$ cat src/ccr_pkg.sv
`default_nettype none

package ccr_pkg;

  // sequencer states
  typedef enum logic [1:0]
  {
    ST_RESET = 2'b00,  // reset pin held, core idle, pins released
    ST_SEQ   = 2'b01,  // internal reset sequence running
    ST_RUN   = 2'b10,  // core running at full speed
    ST_PROBE = 2'b11   // core halted, probe access open
  } rst_state_t;

  // strap field and codes
  localparam int           STRAP_W        = 3;
  localparam int           RATIO_W        = 4;
  localparam logic [2:0]   STRAP_RESERVED = 3'h7;
  localparam logic [3:0]   RATIO_DEFAULT  = 4'h4;

  // core clock rate and internal reset sequence length
  localparam int           CORE_CLK_MHZ   = 250;
  localparam int           SEQ_TIME_NS    = 256;
  localparam int           SEQ_CYCLES     = (SEQ_TIME_NS * CORE_CLK_MHZ + 999) / 1000;
  localparam int           SEQ_W          = 12;

  // values after reset and synchroniser depth
  localparam logic [3:0]   DIV_RST        = 4'h0;
  localparam logic [11:0]  SEQ_RST        = 12'h000;
  localparam int           SYNC_DEPTH     = 2;

  // status group driven out of the block
  typedef struct packed
  {
    logic               core_idle;    // core parked in idle
    logic               reset_done;   // internal reset complete
    logic               pins_oe;      // high while outputs may drive
    logic               dram_por;     // synchronised dram power-on reset
    logic               ratio_bad;    // reserved strap code seen
    logic [RATIO_W-1:0] ratio;        // multiple in use
  } status_t;

  // strap code to clock multiple; reserved code falls back to default
  function automatic logic [3:0] ratio_of(input logic [2:0] strap);
    logic [3:0] r;
    r = RATIO_DEFAULT;
    case (strap)
      3'h0:    r = 4'h4;
      3'h1:    r = 4'h5;
      3'h2:    r = 4'h6;
      3'h3:    r = 4'h7;
      3'h4:    r = 4'h8;
      3'h5:    r = 4'ha;
      3'h6:    r = 4'hc;
      default: r = RATIO_DEFAULT;
    endcase
    return r;
  endfunction

endpackage

`default_nettype wire

$ cat src/ccr_sync.sv
`timescale 1ns/1ps
`default_nettype none

// multi-stage level synchroniser for asynchronous pins
module ccr_sync #(
  parameter int   STAGES  = ccr_pkg::SYNC_DEPTH,
  parameter logic RST_VAL = 1'b0
) (
  input  wire logic i_clk_sys,
  input  wire logic i_sys_rst,
  input  wire logic i_async,
  output var  logic o_sync
);

  // stage chain; stage 0 is read only by stage 1
  logic [STAGES-1:0] chain_r;

  // refuse a chain too short to settle metastability
  if (STAGES < 2)
  begin : g_chk
    $error("ccr_sync needs at least two stages");
  end

  // shift the pin level through the chain
  always_ff @(posedge i_clk_sys)
  begin
    if (i_sys_rst)
    begin
      chain_r <= {STAGES{RST_VAL}};
    end
    else
    begin
      chain_r <= {chain_r[STAGES-2:0], i_async};
    end
  end

  // last stage is the clean level
  assign o_sync = chain_r[STAGES-1];

endmodule // ccr_sync

`default_nettype wire

$ cat src/core_clock_ratio_and_reset.sv
`timescale 1ns/1ps
`default_nettype none

module core_clock_ratio_and_reset #(
  parameter int SEQ_CYCLES = ccr_pkg::SEQ_CYCLES
) (
  input  wire logic                        i_clk_sys,
  input  wire logic                        i_sys_rst,
  input  wire logic                        i_reset_pin_n,
  input  wire logic                        i_dram_por_n,
  input  wire logic [ccr_pkg::STRAP_W-1:0] i_core_ratio_strap,
  input  wire logic                        i_core_halted,
  input  wire logic                        i_probe_req,
  input  wire logic                        i_probe_done,
  output var  logic                        o_sys_clk_en,
  output var  logic                        o_bus_clk_en,
  output var  logic                        o_probe_ack,
  output var  logic                        o_core_run,
  output var  ccr_pkg::status_t            o_status
);

  // whole state of the block
  typedef struct packed
  {
    ccr_pkg::rst_state_t          state;     // sequencer state
    logic [ccr_pkg::RATIO_W-1:0]  div_cnt;   // core cycles in system period
    logic                         bus_ph;    // half-rate bus phase
    logic [ccr_pkg::SEQ_W-1:0]    seq_cnt;   // reset sequence counter
    logic                         sclk_en;   // system clock enable pulse
    logic                         bus_en;    // bus clock enable pulse
    logic                         probe_ack; // probe access granted
    logic                         run;       // core running at full speed
    ccr_pkg::status_t             status;    // status group
  } ctl_t;

  ctl_t ctl_r;     // registered state
  ctl_t ctl_nxt;   // next state

  logic rst_pin_s;   // synchronised reset pin, active low
  logic por_s;       // synchronised dram por pin, active low
  logic rst_active;  // synchronised reset pin asserted

  // refuse sequence lengths the counter cannot hold
  if (SEQ_CYCLES < 1 || SEQ_CYCLES >= (1 << ccr_pkg::SEQ_W))
  begin : g_chk
    $error("SEQ_CYCLES out of range for the sequence counter");
  end

  localparam logic [ccr_pkg::SEQ_W-1:0] SEQ_LAST = ccr_pkg::SEQ_W'(SEQ_CYCLES - 1);

  ccr_sync #(
    .STAGES  (ccr_pkg::SYNC_DEPTH),
    .RST_VAL (1'b0)
  ) u_sync_rst (
    .i_clk_sys (i_clk_sys),
    .i_sys_rst (i_sys_rst),
    .i_async   (i_reset_pin_n),
    .o_sync    (rst_pin_s)
  );

  ccr_sync #(
    .STAGES  (ccr_pkg::SYNC_DEPTH),
    .RST_VAL (1'b0)
  ) u_sync_por (
    .i_clk_sys (i_clk_sys),
    .i_sys_rst (i_sys_rst),
    .i_async   (i_dram_por_n),
    .o_sync    (por_s)
  );

  // reset pin only; system reset acts in the state register
  assign rst_active = ~rst_pin_s;

  // next-state logic
  always_comb
  begin
    ctl_nxt                   = ctl_r;
    ctl_nxt.sclk_en           = 1'b0;
    ctl_nxt.status.dram_por   = ~por_s;

    ctl_nxt.bus_ph = ~ctl_r.bus_ph;
    ctl_nxt.bus_en = ~ctl_r.bus_ph;

    if (ctl_r.div_cnt == ctl_r.status.ratio - 4'h1)
    begin
      // pulse aligned to the same counter wrap
      ctl_nxt.div_cnt = ccr_pkg::DIV_RST;
      ctl_nxt.sclk_en = 1'b1;
    end
    else
    begin
      // still inside the system period
      ctl_nxt.div_cnt = ctl_r.div_cnt + 4'h1;
    end

    case (ctl_r.state)
      ccr_pkg::ST_RESET:
      begin
        ctl_nxt.status.ratio     = ccr_pkg::ratio_of(i_core_ratio_strap);
        ctl_nxt.status.ratio_bad = (i_core_ratio_strap == ccr_pkg::STRAP_RESERVED);
        ctl_nxt.div_cnt          = ccr_pkg::DIV_RST;
        ctl_nxt.seq_cnt          = ccr_pkg::SEQ_RST;
        if (!rst_active)
        begin
          // release: begin internal sequence
          ctl_nxt.state = ccr_pkg::ST_SEQ;
        end
      end
      ccr_pkg::ST_SEQ:
      begin
        if (ctl_r.seq_cnt == SEQ_LAST)
        begin
          ctl_nxt.state             = ccr_pkg::ST_RUN;
          ctl_nxt.status.reset_done = 1'b1;
          ctl_nxt.status.core_idle  = 1'b0;
          ctl_nxt.status.pins_oe    = 1'b1;
          ctl_nxt.run               = 1'b1;
        end
        else
        begin
          // keep counting
          ctl_nxt.seq_cnt = ctl_r.seq_cnt + 12'h001;
        end
      end
      ccr_pkg::ST_RUN:
      begin
        if (i_probe_req && i_core_halted)
        begin
          ctl_nxt.state     = ccr_pkg::ST_PROBE;
          ctl_nxt.probe_ack = 1'b1;
          ctl_nxt.run       = 1'b0;
        end
      end
      ccr_pkg::ST_PROBE:
      begin
        if (i_probe_done)
        begin
          ctl_nxt.state     = ccr_pkg::ST_RUN;
          ctl_nxt.probe_ack = 1'b0;
          ctl_nxt.run       = 1'b1;
        end
      end
      default:
      begin
        // unreachable encodings recover to reset
        ctl_nxt.state = ccr_pkg::ST_RESET;
      end
    endcase

    if (rst_active)
    begin
      ctl_nxt.state             = ccr_pkg::ST_RESET;
      ctl_nxt.status.core_idle  = 1'b1;
      ctl_nxt.status.reset_done = 1'b0;
      ctl_nxt.status.pins_oe    = 1'b0;
      ctl_nxt.probe_ack         = 1'b0;
      ctl_nxt.run               = 1'b0;
    end
  end

  // state register with synchronous reset
  always_ff @(posedge i_clk_sys)
  begin
    if (i_sys_rst)
    begin
      ctl_r                   <= '0;
      ctl_r.state             <= ccr_pkg::ST_RESET;
      ctl_r.status.ratio      <= ccr_pkg::RATIO_DEFAULT;
      ctl_r.status.core_idle  <= 1'b1;
      ctl_r.status.dram_por   <= 1'b1;
    end
    else
    begin
      ctl_r <= ctl_nxt;
    end
  end

  // outputs straight from the state register
  assign o_sys_clk_en = ctl_r.sclk_en;
  assign o_bus_clk_en = ctl_r.bus_en;
  assign o_probe_ack  = ctl_r.probe_ack;
  assign o_core_run   = ctl_r.run;
  assign o_status     = ctl_r.status;

endmodule // core_clock_ratio_and_reset

`default_nettype wire

$ cat config.mk
export PLATFORM = sky130hd
export DESIGN_NAME = core_clock_ratio_and_reset
export DESIGN_NICKNAME = d
export VERILOG_FILES = /design/src/ccr_pkg.sv /design/src/ccr_sync.sv /design/src/core_clock_ratio_and_reset.sv
export SDC_FILE = /design/constraint.sdc
export NUM_CORES = 1
export LEC_CHECK = 0
export BUFFER_PORTS_ARGS = -buffer_cell sky130_fd_sc_hd__buf_2
export CORE_MARGIN = 2
export CORE_UTILIZATION = 40
export DETAILED_ROUTE_END_ITERATION = 16
export PLACE_DENSITY = 0.59
export SLEW_MARGIN = 20
export SYNTH_ARGS = -nofsm -noshare
export SYNTH_HDL_FRONTEND = slang
export SYNTH_SLANG_ARGS = --single-unit
$ cat constraint.sdc
create_clock -name i_clk_sys -period 1.95 [get_ports i_clk_sys]
set_input_delay 0.0975 -clock i_clk_sys [delete_from_list [all_inputs] [get_ports i_clk_sys]]
set_output_delay 0.0975 -clock i_clk_sys [all_outputs]
set_load 0.005 [all_outputs]
==> insert_results.sql, run 1 <==
INSERT INTO impl_metrics (metric_group, metric, value, unit) VALUES
('yosys', 'yosys.area.top_type_share', '41.5', '%'),
('place', 'half_perimeter_wire_length_after_detailed_placement', '2.36', 'mm'),
('power_and_ir_drop', 'internal_power', '1.03', 'mW'),
('worst_setup_path', 'cp.arrival', '2.01', 'ns'),
('power_and_ir_drop', 'total_switching_power', '0.292', 'mW'),
('floorplanning', 'initial_core_util', '41.3', '%'),
('cts', 'cts_inserted_buffers', '5', ''),
('worst_setup_path', 'cp-end-kind', 'flip-flop', ''),
('cts', 'cts_post_setup_buffers_inserted', '0', ''),
('route', 'viasPerCell', '5.35', ''),
('route', 'num_vias', '1354', ''),
('status', 'status', 'finished, final reports clean', ''),
('timing', 'timing.final.crit_period', '1.79', 'ns'),
('timing', 'report.final.setup_viol', '0', ''),
('yosys', 'synth.area.top_cells', 'sky130_fd_sc_hd__dfxtp_1 (41%), sky130_fd_sc_hd__a21oi_1 (5.2%), sky130_fd_sc_hd__buf_4 (4.1%), sky130_fd_sc_hd__xnor2_1 (3.7%), sky130_fd_sc_hd__nand2_1 (3.0%)', ''),
('route', 'routed_wirelength', '3.29', 'mm'),
('route', 'detail_route.iter0.violations', '57', ''),
('final_layout', 'drive_gt1_share', '22.7', '%'),
('power_and_ir_drop', 'seq_power_share', '54.2', '%'),
('global_route', 'total_routing_usage_reported_by_global_routing', '14.9', '%'),
('worst_setup_path', 'worst_ep_required_time', '2.16', 'ns'),
('power_and_ir_drop', 'pwr-share-clk', '40.1', '%'),
('final_layout', 'post_layout_nonfiller_instances', '253', ''),
('floorplanning', 'core_region_area', '0.00397', 'sq mm'),
('final_layout', 'nets', '215', ''),
('final_layout', 'post-route-cell-area', '0.00184', 'sq mm'),
('route', 'drc', '0', ''),
('timing', 'timing.slew.headroom', '66.4', '%'),
('yosys', 'number_of_enable_flip_flop_cells_after_synthesis', '0', ''),
('timing', 'timing.final.max_slew_violations', '0', ''),
('cts', 'cts.sink_count', '34', ''),
('timing', 'hold_ws', '0.0184', 'ns'),
('floorplanning', 'io_pins', '23', ''),
('power_and_ir_drop', 'power.density', '717', 'mW/mm^2'),
('worst_setup_path', 'largest_fanout_of_any_net_on_the_critical_path', '6', ''),
('timing', 'worst_pin_slew', '0.499', 'ns'),
('final_layout', 'antenna_cells', '0', ''),
('power_and_ir_drop', 'power.static_leakage', '0.678', 'nW'),
('global_route', 'grt_first_pass_wirelength', '5.13', 'mm'),
('yosys', 'synth.avg_cell_area', '8.87', 'sq um'),
('timing', 'finalSetupTns', '0', 'ns'),
('cts', 'clockBufferDepth', '2', ''),
('yosys', 'synth.net_count', '198', ''),
('cts', 'htreeDepth', '2', ''),
('yosys', 'yosysTopAreaCell', 'sky130_fd_sc_hd__dfxtp_1', ''),
('place', 'routabilityCongestion', '0.784', ''),
('timing', 'hold_viol_final', '0', ''),
('route', 'ant_nets', '0', ''),
('timing', 'unrepaired_setup_endpoints_after_global_routing', 'false', ''),
('global_route', 'first_global_vias', '1186', ''),
('route', 'routedWlPerCell', '13.0', 'um'),
('global_route', 'grt_max_degree', '28', ''),
('place', 'placed_area', '0.00175', 'sq mm'),
('floorplanning', 'fp.dieH', '68.0', 'um'),
('worst_setup_path', 'criticalPathCategory', 'reg -> reg', ''),
('worst_setup_path', 'reg_to_reg_critical_path_startpoint', 'ctl_r[13]$_SDFFE_PP0P_', ''),
('yosys', 'ys_seq_area_share', '41.5', '%'),
('cts', 'insertion_delay', '0.28', 'ns'),
('power_and_ir_drop', 'power.share.combinational', '5.8', '%'),
('min_path', 'min-delay-start', 'i_dram_por_n', ''),
('worst_setup_path', 'startpoint_kind_of_the_worst_setup_timing_path', 'flip-flop', ''),
('yosys', 'postSynth.asyncResetShare', '0', '%'),
('timing', 'skew', '0.00465', 'ns'),
('floorplanning', 'std_cell_rows', '23', ''),
('place', 'placed_cells_incl_taps', '245', ''),
('global_route', 'antenna_found_initial', '0', ''),
('min_path', 'worst_hold_path_type', 'in -> reg', ''),
('cts', 'tritoncts_clock_tree', 'done', ''),
('final_layout', 'layout_stage_area_growth_over_the_synthesis_result', '12.2', '%'),
('global_route', 'grt_overflow', '0', ''),
('route', 'dr.pass1.iters', '4', '');
==> metrics by stage <==
| stage | total power, mW | utilization (%) | setup WS, ns |
|---|---|---|---|
| 5_1_grt | 1.37 | 46.3 | 0.0531 |
| 3_3_place_gp | 0.805 | 44.0 | 0.290 |
| 4_1_cts | 1.34 | 46.3 | 0.150 |
| 3_5_place_dp | 0.808 | 44.0 | 0.162 |
| 2_1_floorplan | 0.784 | - | 0.342 |
| 6_report | 1.32 | 46.3 | 0.157 |
==> layout by cell type, fill, tap and decap left out, types with 2 or more instances in the layout <==
| cell type | n |
|---|---|
| sky130_fd_sc_hd__nor2_1 | 10 |
| sky130_fd_sc_hd__and3_1 | 3 |
| sky130_fd_sc_hd__buf_2 | 22 |
| sky130_fd_sc_hd__o32ai_2 | 2 |
| sky130_fd_sc_hd__dfxtp_1 | 34 |
| sky130_fd_sc_hd__nor3_1 | 6 |
| sky130_fd_sc_hd__or3_1 | 2 |
| sky130_fd_sc_hd__and2_1 | 2 |
| sky130_fd_sc_hd__nand2b_1 | 5 |
| sky130_fd_sc_hd__nor4_2 | 2 |
| sky130_fd_sc_hd__clkbuf_8 | 6 |
| sky130_fd_sc_hd__o21ai_0 | 5 |
| sky130_fd_sc_hd__or2_1 | 2 |
| sky130_fd_sc_hd__xnor2_1 | 7 |
| sky130_fd_sc_hd__nand3b_1 | 4 |
| sky130_fd_sc_hd__nand3_1 | 7 |
| sky130_fd_sc_hd__o21ai_1 | 6 |
| sky130_fd_sc_hd__a21oi_1 | 17 |
| sky130_fd_sc_hd__nand2_1 | 13 |
| sky130_fd_sc_hd__nand4_1 | 2 |
| sky130_fd_sc_hd__buf_4 | 5 |
| sky130_fd_sc_hd__a31oi_1 | 2 |
| sky130_fd_sc_hd__a311oi_1 | 2 |
| sky130_fd_sc_hd__nor2b_1 | 5 |
| sky130_fd_sc_hd__ha_1 | 3 |
| sky130_fd_sc_hd__inv_1 | 8 |
==> power groups by stage <==
stage               sequential [mW]  combinational (mW)  clock, mW
finish                        0.714              0.0764      0.528
global route                  0.715              0.0857      0.566
CTS                           0.714              0.0776      0.553
detailed placement            0.730              0.0774          0
global placement              0.730              0.0748          0
floorplan                     0.729              0.0547          0
==> worst paths after layout <==
| kind | end | depth (start not counted) | slack (ns) |
|---|---|---|---|
| max | ctl_r[23]$_SDFFE_PP0P_ | 5 | 0.16 |
| min | u_sync_por.chain_r[0]$_SDFF_PP0_ | 2 | 0.02 |
| max reg2reg | ctl_r[23]$_SDFFE_PP0P_ | 5 | 0.16 |
| min reg2reg | o_status[5]$_SDFF_PP1_ | 1 | 0.39 |
==> metal layers <==
layer	up-vias	part of all wire, %	global-route usage, %
met1	638	46	17.8
met4	0	1.6	9.50
met5	-	0	0
met2	32	48	23.1
met3	5	4.4	4.61
li1	679	-	-
==> critical path: stages (launching register included) <==
cell and delay (ns):
sky130_fd_sc_hd__dfxtp_1 0.40, sky130_fd_sc_hd__ha_1 0.19, sky130_fd_sc_hd__and3_1 0.28, sky130_fd_sc_hd__nand4_1 0.16, sky130_fd_sc_hd__or4_1 0.53, sky130_fd_sc_hd__a31oi_1 0.17
==> cells by family after synthesis <==
kind of cell / count (synthesis) / synth area share (%)
XOR/XNOR: 8 / 4.27
flip-flops: 34 / 41.5
adder cells (fa/ha/maj): 3 / 2.29
AND/OR/NAND/NOR: 70 / 25.0
AO/OA/AOI/OAI: 42 / 17.4
buffers and inverters: 26 / 8.24
multiplexers: 2 / 1.30
==> registers in the layout (all words and copies together) (netlist names) <==
register / count
o_bus_clk_en: 1
o_core_run: 1
ctl_r: 18
o_status: 8
u_sync_rst.chain_r: 2
u_sync_por.chain_r: 2
o_probe_ack: 1
o_sys_clk_en: 1
==> final cells by class <==
| class | instances | area (sq um) |
|---|---|---|
| timing repair buffer | 27 | 148 |
| fill | 390 | 2130 |
| clock inverter | 1 | 5.00 |
| inverter | 9 | 33.8 |
| clock buffer | 7 | 86.3 |
| tap | 50 | 62.6 |
| multi-input combinational | 125 | 825 |
| sequential | 34 | 681 |
Note: power is estimated with default switching activity, not from simulation.
==> inputs of run 2 (changes only) <==
==> constraint.sdc (replaced) <==
create_clock -name i_clk_sys -period 1.95 [get_ports i_clk_sys]
set_input_delay 0.39 -clock i_clk_sys [delete_from_list [all_inputs] [get_ports i_clk_sys]]
set_output_delay 0.39 -clock i_clk_sys [all_outputs]
set_load 0.005 [all_outputs]
==> run 2 against run 1 <==
  * Sequential power about the same
  * Cell count shrank 0.40%
  * Utilization is essentially flat
  * Fmax increased by 3.4%
  * Final area about the same
  * First-iteration DRC count decreased by 28%
  * Sequential share of layout area hardly changed
==> insert_results.sql, run 2 (synthesis results as in run 1) <==
INSERT INTO impl_metrics (metric_group, metric, value, unit) VALUES
('status', 'status', 'finished, final reports clean', ''),
('global_route', 'first_global_vias', '1162', ''),
('route', 'drc', '0', ''),
('timing', 'unrepaired_setup_endpoints_after_global_routing', 'false', ''),
('min_path', 'min-delay-start', 'i_dram_por_n', ''),
('global_route', 'grt_max_degree', '17', ''),
('cts', 'cts.sink_count', '34', ''),
('floorplanning', 'io_pins', '23', ''),
('place', 'routabilityCongestion', '0.833', ''),
('worst_setup_path', 'cp_slowest_stage_delay', '0.51', 'ns'),
('route', 'detail_route.iter0.violations', '41', ''),
('global_route', 'grt_overflow', '0', ''),
('final_layout', 'largest-register', 'ctl_r', ''),
('min_path', 'hold_path_depth', '2', ''),
('final_layout', 'nets', '216', ''),
('worst_setup_path', 'regToRegEndpoint', 'ctl_r[23]$_SDFFE_PP0P_', ''),
('global_route', 'total_routing_usage_reported_by_global_routing', '15.1', '%'),
('power_and_ir_drop', 'power.density', '701', 'mW/mm^2'),
('timing', 'finalSetupTns', '0', 'ns'),
('run', 'max_cap_viol', '0', ''),
('worst_setup_path', 'crit_path_cell_trace', 'ha_1 -> and3_1 -> nand4_1 -> or4_1 -> a31oi_1', ''),
('place', 'port-buffer-count', '22', ''),
('worst_setup_path', 'reg_to_reg_critical_path_startpoint', 'ctl_r[13]$_SDFFE_PP0P_', ''),
('worst_setup_path', 'worst-path-buf-inv', '0', ''),
('final_layout', 'drive_gt1_share', '22.8', '%'),
('route', 'viasPerCell', '5.32', ''),
('final_layout', 'largest_reg_flops', '18', ''),
('min_path', 'holdPathEnd', 'u_sync_por.chain_r[0]$_SDFF_PP0_', ''),
('power_and_ir_drop', 'power.static_leakage', '0.678', 'nW'),
('worst_setup_path', 'crit_family', 'simple AND/OR/NAND/NOR gates', ''),
('final_layout', 'layout_stage_area_growth_over_the_synthesis_result', '12.1', '%'),
('floorplanning', 'initial_core_util', '41.3', '%'),
('cts', 'root_buffer', 'sky130_fd_sc_hd__clkbuf_8', ''),
('worst_setup_path', 'worst_ep_required_time', '2.16', 'ns'),
('global_route', 'grt_first_pass_wirelength', '5.26', 'mm'),
('route', 'routed_wirelength', '3.27', 'mm'),
('cts', 'cts_inserted_buffers', '5', ''),
('final_layout', 'final_core_occ', '46.3', '%'),
('timing', 'timing.slew.headroom', '66.3', '%'),
('route', 'ant_nets', '0', ''),
('cts', 'cts_hold_repair.buffers', '0', ''),
('worst_setup_path', 'criticalPathCategory', 'reg -> reg', ''),
('timing', 'timing.final.crit_period', '1.73', 'ns'),
('cts', 'tritoncts_clock_tree', 'done', ''),
('cts', 'htreeDepth', '2', ''),
('worst_setup_path', 'cp.arrival', '1.94', 'ns'),
('route', 'num_vias', '1340', ''),
('floorplanning', 'core_region_area', '0.00397', 'sq mm'),
('cts', 'cts_post_setup_buffers_inserted', '0', ''),
('timing', 'worst_pin_slew', '0.503', 'ns'),
('min_path', 'worst_hold_path_type', 'in -> reg', ''),
('worst_setup_path', 'worst-r2r-cell-count', '5', ''),
('worst_setup_path', 'startpoint_kind_of_the_worst_setup_timing_path', 'flip-flop', ''),
('floorplanning', 'floorplan.die_area', '0.00463', 'sq mm'),
('worst_setup_path', 'slowest_stage', 'sky130_fd_sc_hd__or4_1', ''),
('final_layout', 'fillers', '376', ''),
('final_layout', 'antenna_cells', '0', ''),
('route', 'routedWlPerCell', '13.0', 'um'),
('timing', 'timing.final.max_slew_violations', '0', ''),
('timing', 'skew', '0.00398', 'ns'),
('floorplanning', 'std_cell_rows', '23', ''),
('floorplanning', 'fp.dieH', '68.0', 'um'),
('worst_setup_path', 'largest_fanout_of_any_net_on_the_critical_path', '6', ''),
('final_layout', 'final_common_cell', 'sky130_fd_sc_hd__dfxtp_1', ''),
('cts', 'cts.repair.resized', '0', ''),
('cts', 'path_clk_slew', '0.06', 'ns'),
('power_and_ir_drop', 'ir_drop', '0.000359', 'V'),
('timing', 'report.final.setup_viol', '0', ''),
('global_route', 'antenna_found_initial', '0', ''),
('final_layout', 'layout_common_cells', 'sky130_fd_sc_hd__dfxtp_1 (34), sky130_fd_sc_hd__buf_2 (22), sky130_fd_sc_hd__a21oi_1 (17)', ''),
('cts', 'clockBufferDepth', '2', ''),
('timing', 'hold_viol_final', '0', ''),
('floorplanning', 'die_w', '68.0', 'um'),
('cts', 'insertion_delay', '0.28', 'ns'),
('place', 'half_perimeter_wire_length_after_detailed_placement', '2.38', 'mm'),
('worst_setup_path', 'cp-end-kind', 'flip-flop', ''),
('timing', 'post-route-period-util', '88.9', '%'),
('timing', 'max_clock_freq', '577', 'MHz'),
('worst_setup_path', 'worst-r2r-setup-slack', '0.22', 'ns'),
('route', 'dr.pass1.iters', '4', '');
-- run 2: report_power, final --
part           total (mW)  internal [mW]  switching [mW]
Sequential          0.715          0.707         0.00757
Combinational      0.0776         0.0372          0.0404
Clock               0.498          0.272           0.226
Total                1.29           1.02           0.274
-- run 2: worst max-delay path by stage --
stage,from,end,slack (ns),cells after the start
3_5_place_dp,ctl_r[13]$_SDFFE_PP0P_,ctl_r[23]$_SDFFE_PP0P_,0.23,5
6_report,ctl_r[13]$_SDFFE_PP0P_,ctl_r[23]$_SDFFE_PP0P_,0.22,5
3_3_place_gp,ctl_r[13]$_SDFFE_PP0P_,ctl_r[23]$_SDFFE_PP0P_,0.29,5
5_1_grt,ctl_r[13]$_SDFFE_PP0P_,ctl_r[23]$_SDFFE_PP0P_,0.08,5
2_1_floorplan,ctl_r[13]$_SDFFE_PP0P_,ctl_r[30]$_SDFFE_PP0P_,0.34,6
4_1_cts,ctl_r[13]$_SDFFE_PP0P_,ctl_r[23]$_SDFFE_PP0P_,0.21,5
-- run 2: worst register-to-register path: stages, from the launching register on --
cell	delay (ns)
sky130_fd_sc_hd__dfxtp_1	0.38
sky130_fd_sc_hd__ha_1	0.19
sky130_fd_sc_hd__and3_1	0.27
sky130_fd_sc_hd__nand4_1	0.16
sky130_fd_sc_hd__or4_1	0.51
sky130_fd_sc_hd__a31oi_1	0.16
-- run 2: stage by stage --
step	instances	hold WS (ns)	area, sq um	worst slack, ns	power, mW
2_1_floorplan	185	0.356	1640	0.342	0.784
3_3_place_gp	246	0.360	1760	0.288	0.806
3_5_place_dp	246	0.368	1760	0.232	0.809
4_1_cts	252	0.314	1840	0.214	1.31
5_1_grt	252	0.343	1840	0.0793	1.35
6_report	252	0.318	1840	0.216	1.29
-- run 2: layout make-up --
| cell class | instances | area (sq um) | share of cell area, % |
|---|---|---|---|
| clock buffer | 6 | 82.6 | 4.49 |
| inverter | 9 | 33.8 | 1.84 |
| multi-input combinational | 125 | 825 | 44.8 |
| sequential | 34 | 681 | 37.0 |
| tap | 50 | 62.6 | 3.40 |
| timing repair buffer | 28 | 155 | 8.44 |
-- run 2: per-layer routing --
layer / GRT usage (%) / wire, um / up-vias
li1: - / - / 676
met1: 19.7 / 1480 / 625
met2: 22.5 / 1590 / 32
met3: 4.11 / 137 / 7
met4: 8.00 / 66 / 0
met5: 0 / 0 / -
==> inputs of run 3 (changes only) <==
--- a/config.mk
+++ b/config.mk
@@ -9,6 +9,7 @@
 export CORE_MARGIN = 2
 export CORE_UTILIZATION = 40
+export CTS_CLUSTER_SIZE = 10
 export DETAILED_ROUTE_END_ITERATION = 16
-export PLACE_DENSITY = 0.59
+export PLACE_DENSITY = 0.62
 export SLEW_MARGIN = 20
 export SYNTH_ARGS = -nofsm -noshare
==> constraint.sdc (replaced) <==
create_clock -name i_clk_sys -period 1.95 [get_ports i_clk_sys]
set_input_delay 0.39 -clock i_clk_sys [delete_from_list [all_inputs] [get_ports i_clk_sys]]
set_output_delay 0.39 -clock i_clk_sys [all_outputs]
set_load 0.1 [all_outputs]
==> run 3 against run 2 <==
  * Worst setup slack improved by 0.0044 ns
  * Via count fell by 2.8%
  * Fmax increased by 0.26%
  * Combinational power is 65% higher
  * Largest power group unchanged
  * Highest routed layer is now met3
==> insert_results.sql, run 3 (synthesis results as in run 1) <==
INSERT INTO impl_metrics (metric_group, metric, value, unit) VALUES
('cts', 'cts.sink_count', '34', ''),
('floorplanning', 'die_w', '68.0', 'um'),
('place', 'preCtsSetupSlack', '0.243', 'ns'),
('floorplanning', 'io_pins', '23', ''),
('final_layout', 'antenna_cells', '0', ''),
('cts', 'tritoncts_clock_tree', 'done', ''),
('global_route', 'grt_max_degree', '28', ''),
('timing', 'max_clock_freq', '578', 'MHz'),
('route', 'routed_wirelength', '3.21', 'mm'),
('timing', 'hold_viol_final', '0', ''),
('place', 'routabilityCongestion', '0.802', ''),
('worst_setup_path', 'cp.arrival', '1.93', 'ns'),
('global_route', 'grt_overflow', '0', ''),
('worst_setup_path', 'cp-end-kind', 'flip-flop', ''),
('route', 'drc', '0', ''),
('cts', 'cts_hold_repair.buffers', '0', ''),
('cts', 'cts_post_setup_buffers_inserted', '0', ''),
('route', 'detail_route.iter0.violations', '72', ''),
('cts', 'htreeDepth', '2', ''),
('min_path', 'worst_hold_path_type', 'in -> reg', ''),
('place', 'placed_area', '0.00175', 'sq mm'),
('timing', 'timing.final.crit_period', '1.73', 'ns'),
('route', 'routedWlPerCell', '12.7', 'um'),
('global_route', 'total_routing_usage_reported_by_global_routing', '15.3', '%'),
('run', 'max_cap_viol', '0', ''),
('worst_setup_path', 'largest_fanout_of_any_net_on_the_critical_path', '6', ''),
('route', 'num_vias', '1302', ''),
('cts', 'insertion_delay', '0.28', 'ns'),
('cts', 'clockBufferDepth', '2', ''),
('route', 'ant_nets', '0', ''),
('timing', 'skew', '0.00788', 'ns'),
('final_layout', 'post_layout_nonfiller_instances', '253', ''),
('global_route', 'grt_first_pass_wirelength', '5.25', 'mm'),
('worst_setup_path', 'worst_ep_required_time', '2.16', 'ns'),
('floorplanning', 'fp.dieH', '68.0', 'um'),
('route', 'viasPerCell', '5.15', ''),
('power_and_ir_drop', 'total_power', '1.37', 'mW'),
('worst_setup_path', 'startpoint_kind_of_the_worst_setup_timing_path', 'flip-flop', ''),
('timing', 'finalSetupTns', '0', 'ns'),
('power_and_ir_drop', 'power.static_leakage', '0.678', 'nW'),
('global_route', 'antenna_found_initial', '0', ''),
('timing', 'timing.final.max_slew_violations', '0', ''),
('status', 'status', 'finished, final reports clean', ''),
('floorplanning', 'floorplan.die_area', '0.00463', 'sq mm'),
('final_layout', 'post-route-cell-area', '0.00184', 'sq mm'),
('final_layout', 'layout_common_cells', 'sky130_fd_sc_hd__dfxtp_1 (34), sky130_fd_sc_hd__buf_2 (22), sky130_fd_sc_hd__a21oi_1 (17)', ''),
('cts', 'path_clk_slew', '0.07', 'ns'),
('final_layout', 'drive_gt1_share', '22.7', '%'),
('power_and_ir_drop', 'ir_drop', '0.000364', 'V'),
('cts', 'cts_inserted_buffers', '5', ''),
('timing', 'unrepaired_setup_endpoints_after_global_routing', 'false', ''),
('floorplanning', 'core_region_area', '0.00397', 'sq mm'),
('place', 'half_perimeter_wire_length_after_detailed_placement', '2.28', 'mm'),
('place', 'placed_cells_incl_taps', '245', ''),
('final_layout', 'layout_stage_area_growth_over_the_synthesis_result', '12.2', '%'),
('cts', 'cts.repair.resized', '0', ''),
('power_and_ir_drop', 'power.density', '746', 'mW/mm^2'),
('route', 'dr.pass1.iters', '4', ''),
('floorplanning', 'std_cell_rows', '23', ''),
('timing', 'worst_pin_slew', '0.508', 'ns'),
('timing', 'report.final.setup_viol', '0', ''),
('place', 'port-buffer-count', '22', ''),
('final_layout', 'largest_reg_flops', '18', ''),
('floorplanning', 'initial_core_util', '41.3', '%'),
('timing', 'final_critical_path_setup_slack', '0.220', 'ns'),
('global_route', 'first_global_vias', '1132', ''),
('final_layout', 'nets', '215', ''),
('cts', 'root_buffer', 'sky130_fd_sc_hd__clkbuf_8', ''),
('worst_setup_path', 'criticalPathCategory', 'reg -> reg', ''),
('timing', 'post-route-period-util', '88.7', '%'),
('timing', 'timing.slew.headroom', '65.8', '%'),
('final_layout', 'largest-register', 'ctl_r', ''),
('final_layout', 'final_common_cell', 'sky130_fd_sc_hd__dfxtp_1', '');
[run 3: cell types whose count changed in the layout (fill, tap and decap cells not counted)]
cell	change
sky130_fd_sc_hd__clkinv_2	+1
sky130_fd_sc_hd__buf_4	-1
sky130_fd_sc_hd__clkbuf_1	+1
[run 3: through the flow]
step	utilization, %	hold slack [ns]
6_report	46.3	0.334
5_1_grt	46.3	0.319
4_1_cts	46.3	0.328
3_5_place_dp	44.0	0.365
3_3_place_gp	44.0	0.357
2_1_floorplan	-	0.356
[run 3: layout make-up]
type / count / area, sq um
inverters: 9 / 33.8
flip-flops and latches: 34 / 681
multi-input cells: 125 / 825
repair buffers: 27 / 148
clock inverters: 1 / 5.00
well taps: 50 / 62.6
clock buffers: 7 / 86.3
fillers: 407 / 2130
[run 3: worst max-delay path, stage by stage (launching register included)]
cell and delay (ns):
sky130_fd_sc_hd__dfxtp_1 0.39, sky130_fd_sc_hd__ha_1 0.20, sky130_fd_sc_hd__and3_1 0.26, sky130_fd_sc_hd__nand4_1 0.14, sky130_fd_sc_hd__or4_1 0.51, sky130_fd_sc_hd__a31oi_1 0.16
[run 3: metal layers]
layer	up-vias	global-route usage [%]	part of all wire, %
met5	-	0	0
met4	0	4.50	0
met1	604	20.3	51
li1	674	-	-
met2	24	23.1	45
met3	0	5.59	3.7
[run 3: power breakdown]
group          leakage (nW)  internal [mW]  switching (mW)
combinational         0.353         0.0359          0.0921
clock                0.0482          0.285           0.245
sequential            0.276          0.707         0.00837
total                 0.678           1.03           0.345
[run 3: worst paths after layout]
path / startpoint / to / slack (ns) / cells past startpoint
max: ctl_r[13]$_SDFFE_PP0P_ / ctl_r[23]$_SDFFE_PP0P_ / 0.22 / 5
min: i_dram_por_n / u_sync_por.chain_r[0]$_SDFF_PP0_ / 0.33 / 2
min reg2reg: u_sync_por.chain_r[1]$_SDFF_PP0_ / o_status[5]$_SDFF_PP1_ / 0.38 / 1
max reg2reg: ctl_r[13]$_SDFFE_PP0P_ / ctl_r[23]$_SDFFE_PP0P_ / 0.22 / 5
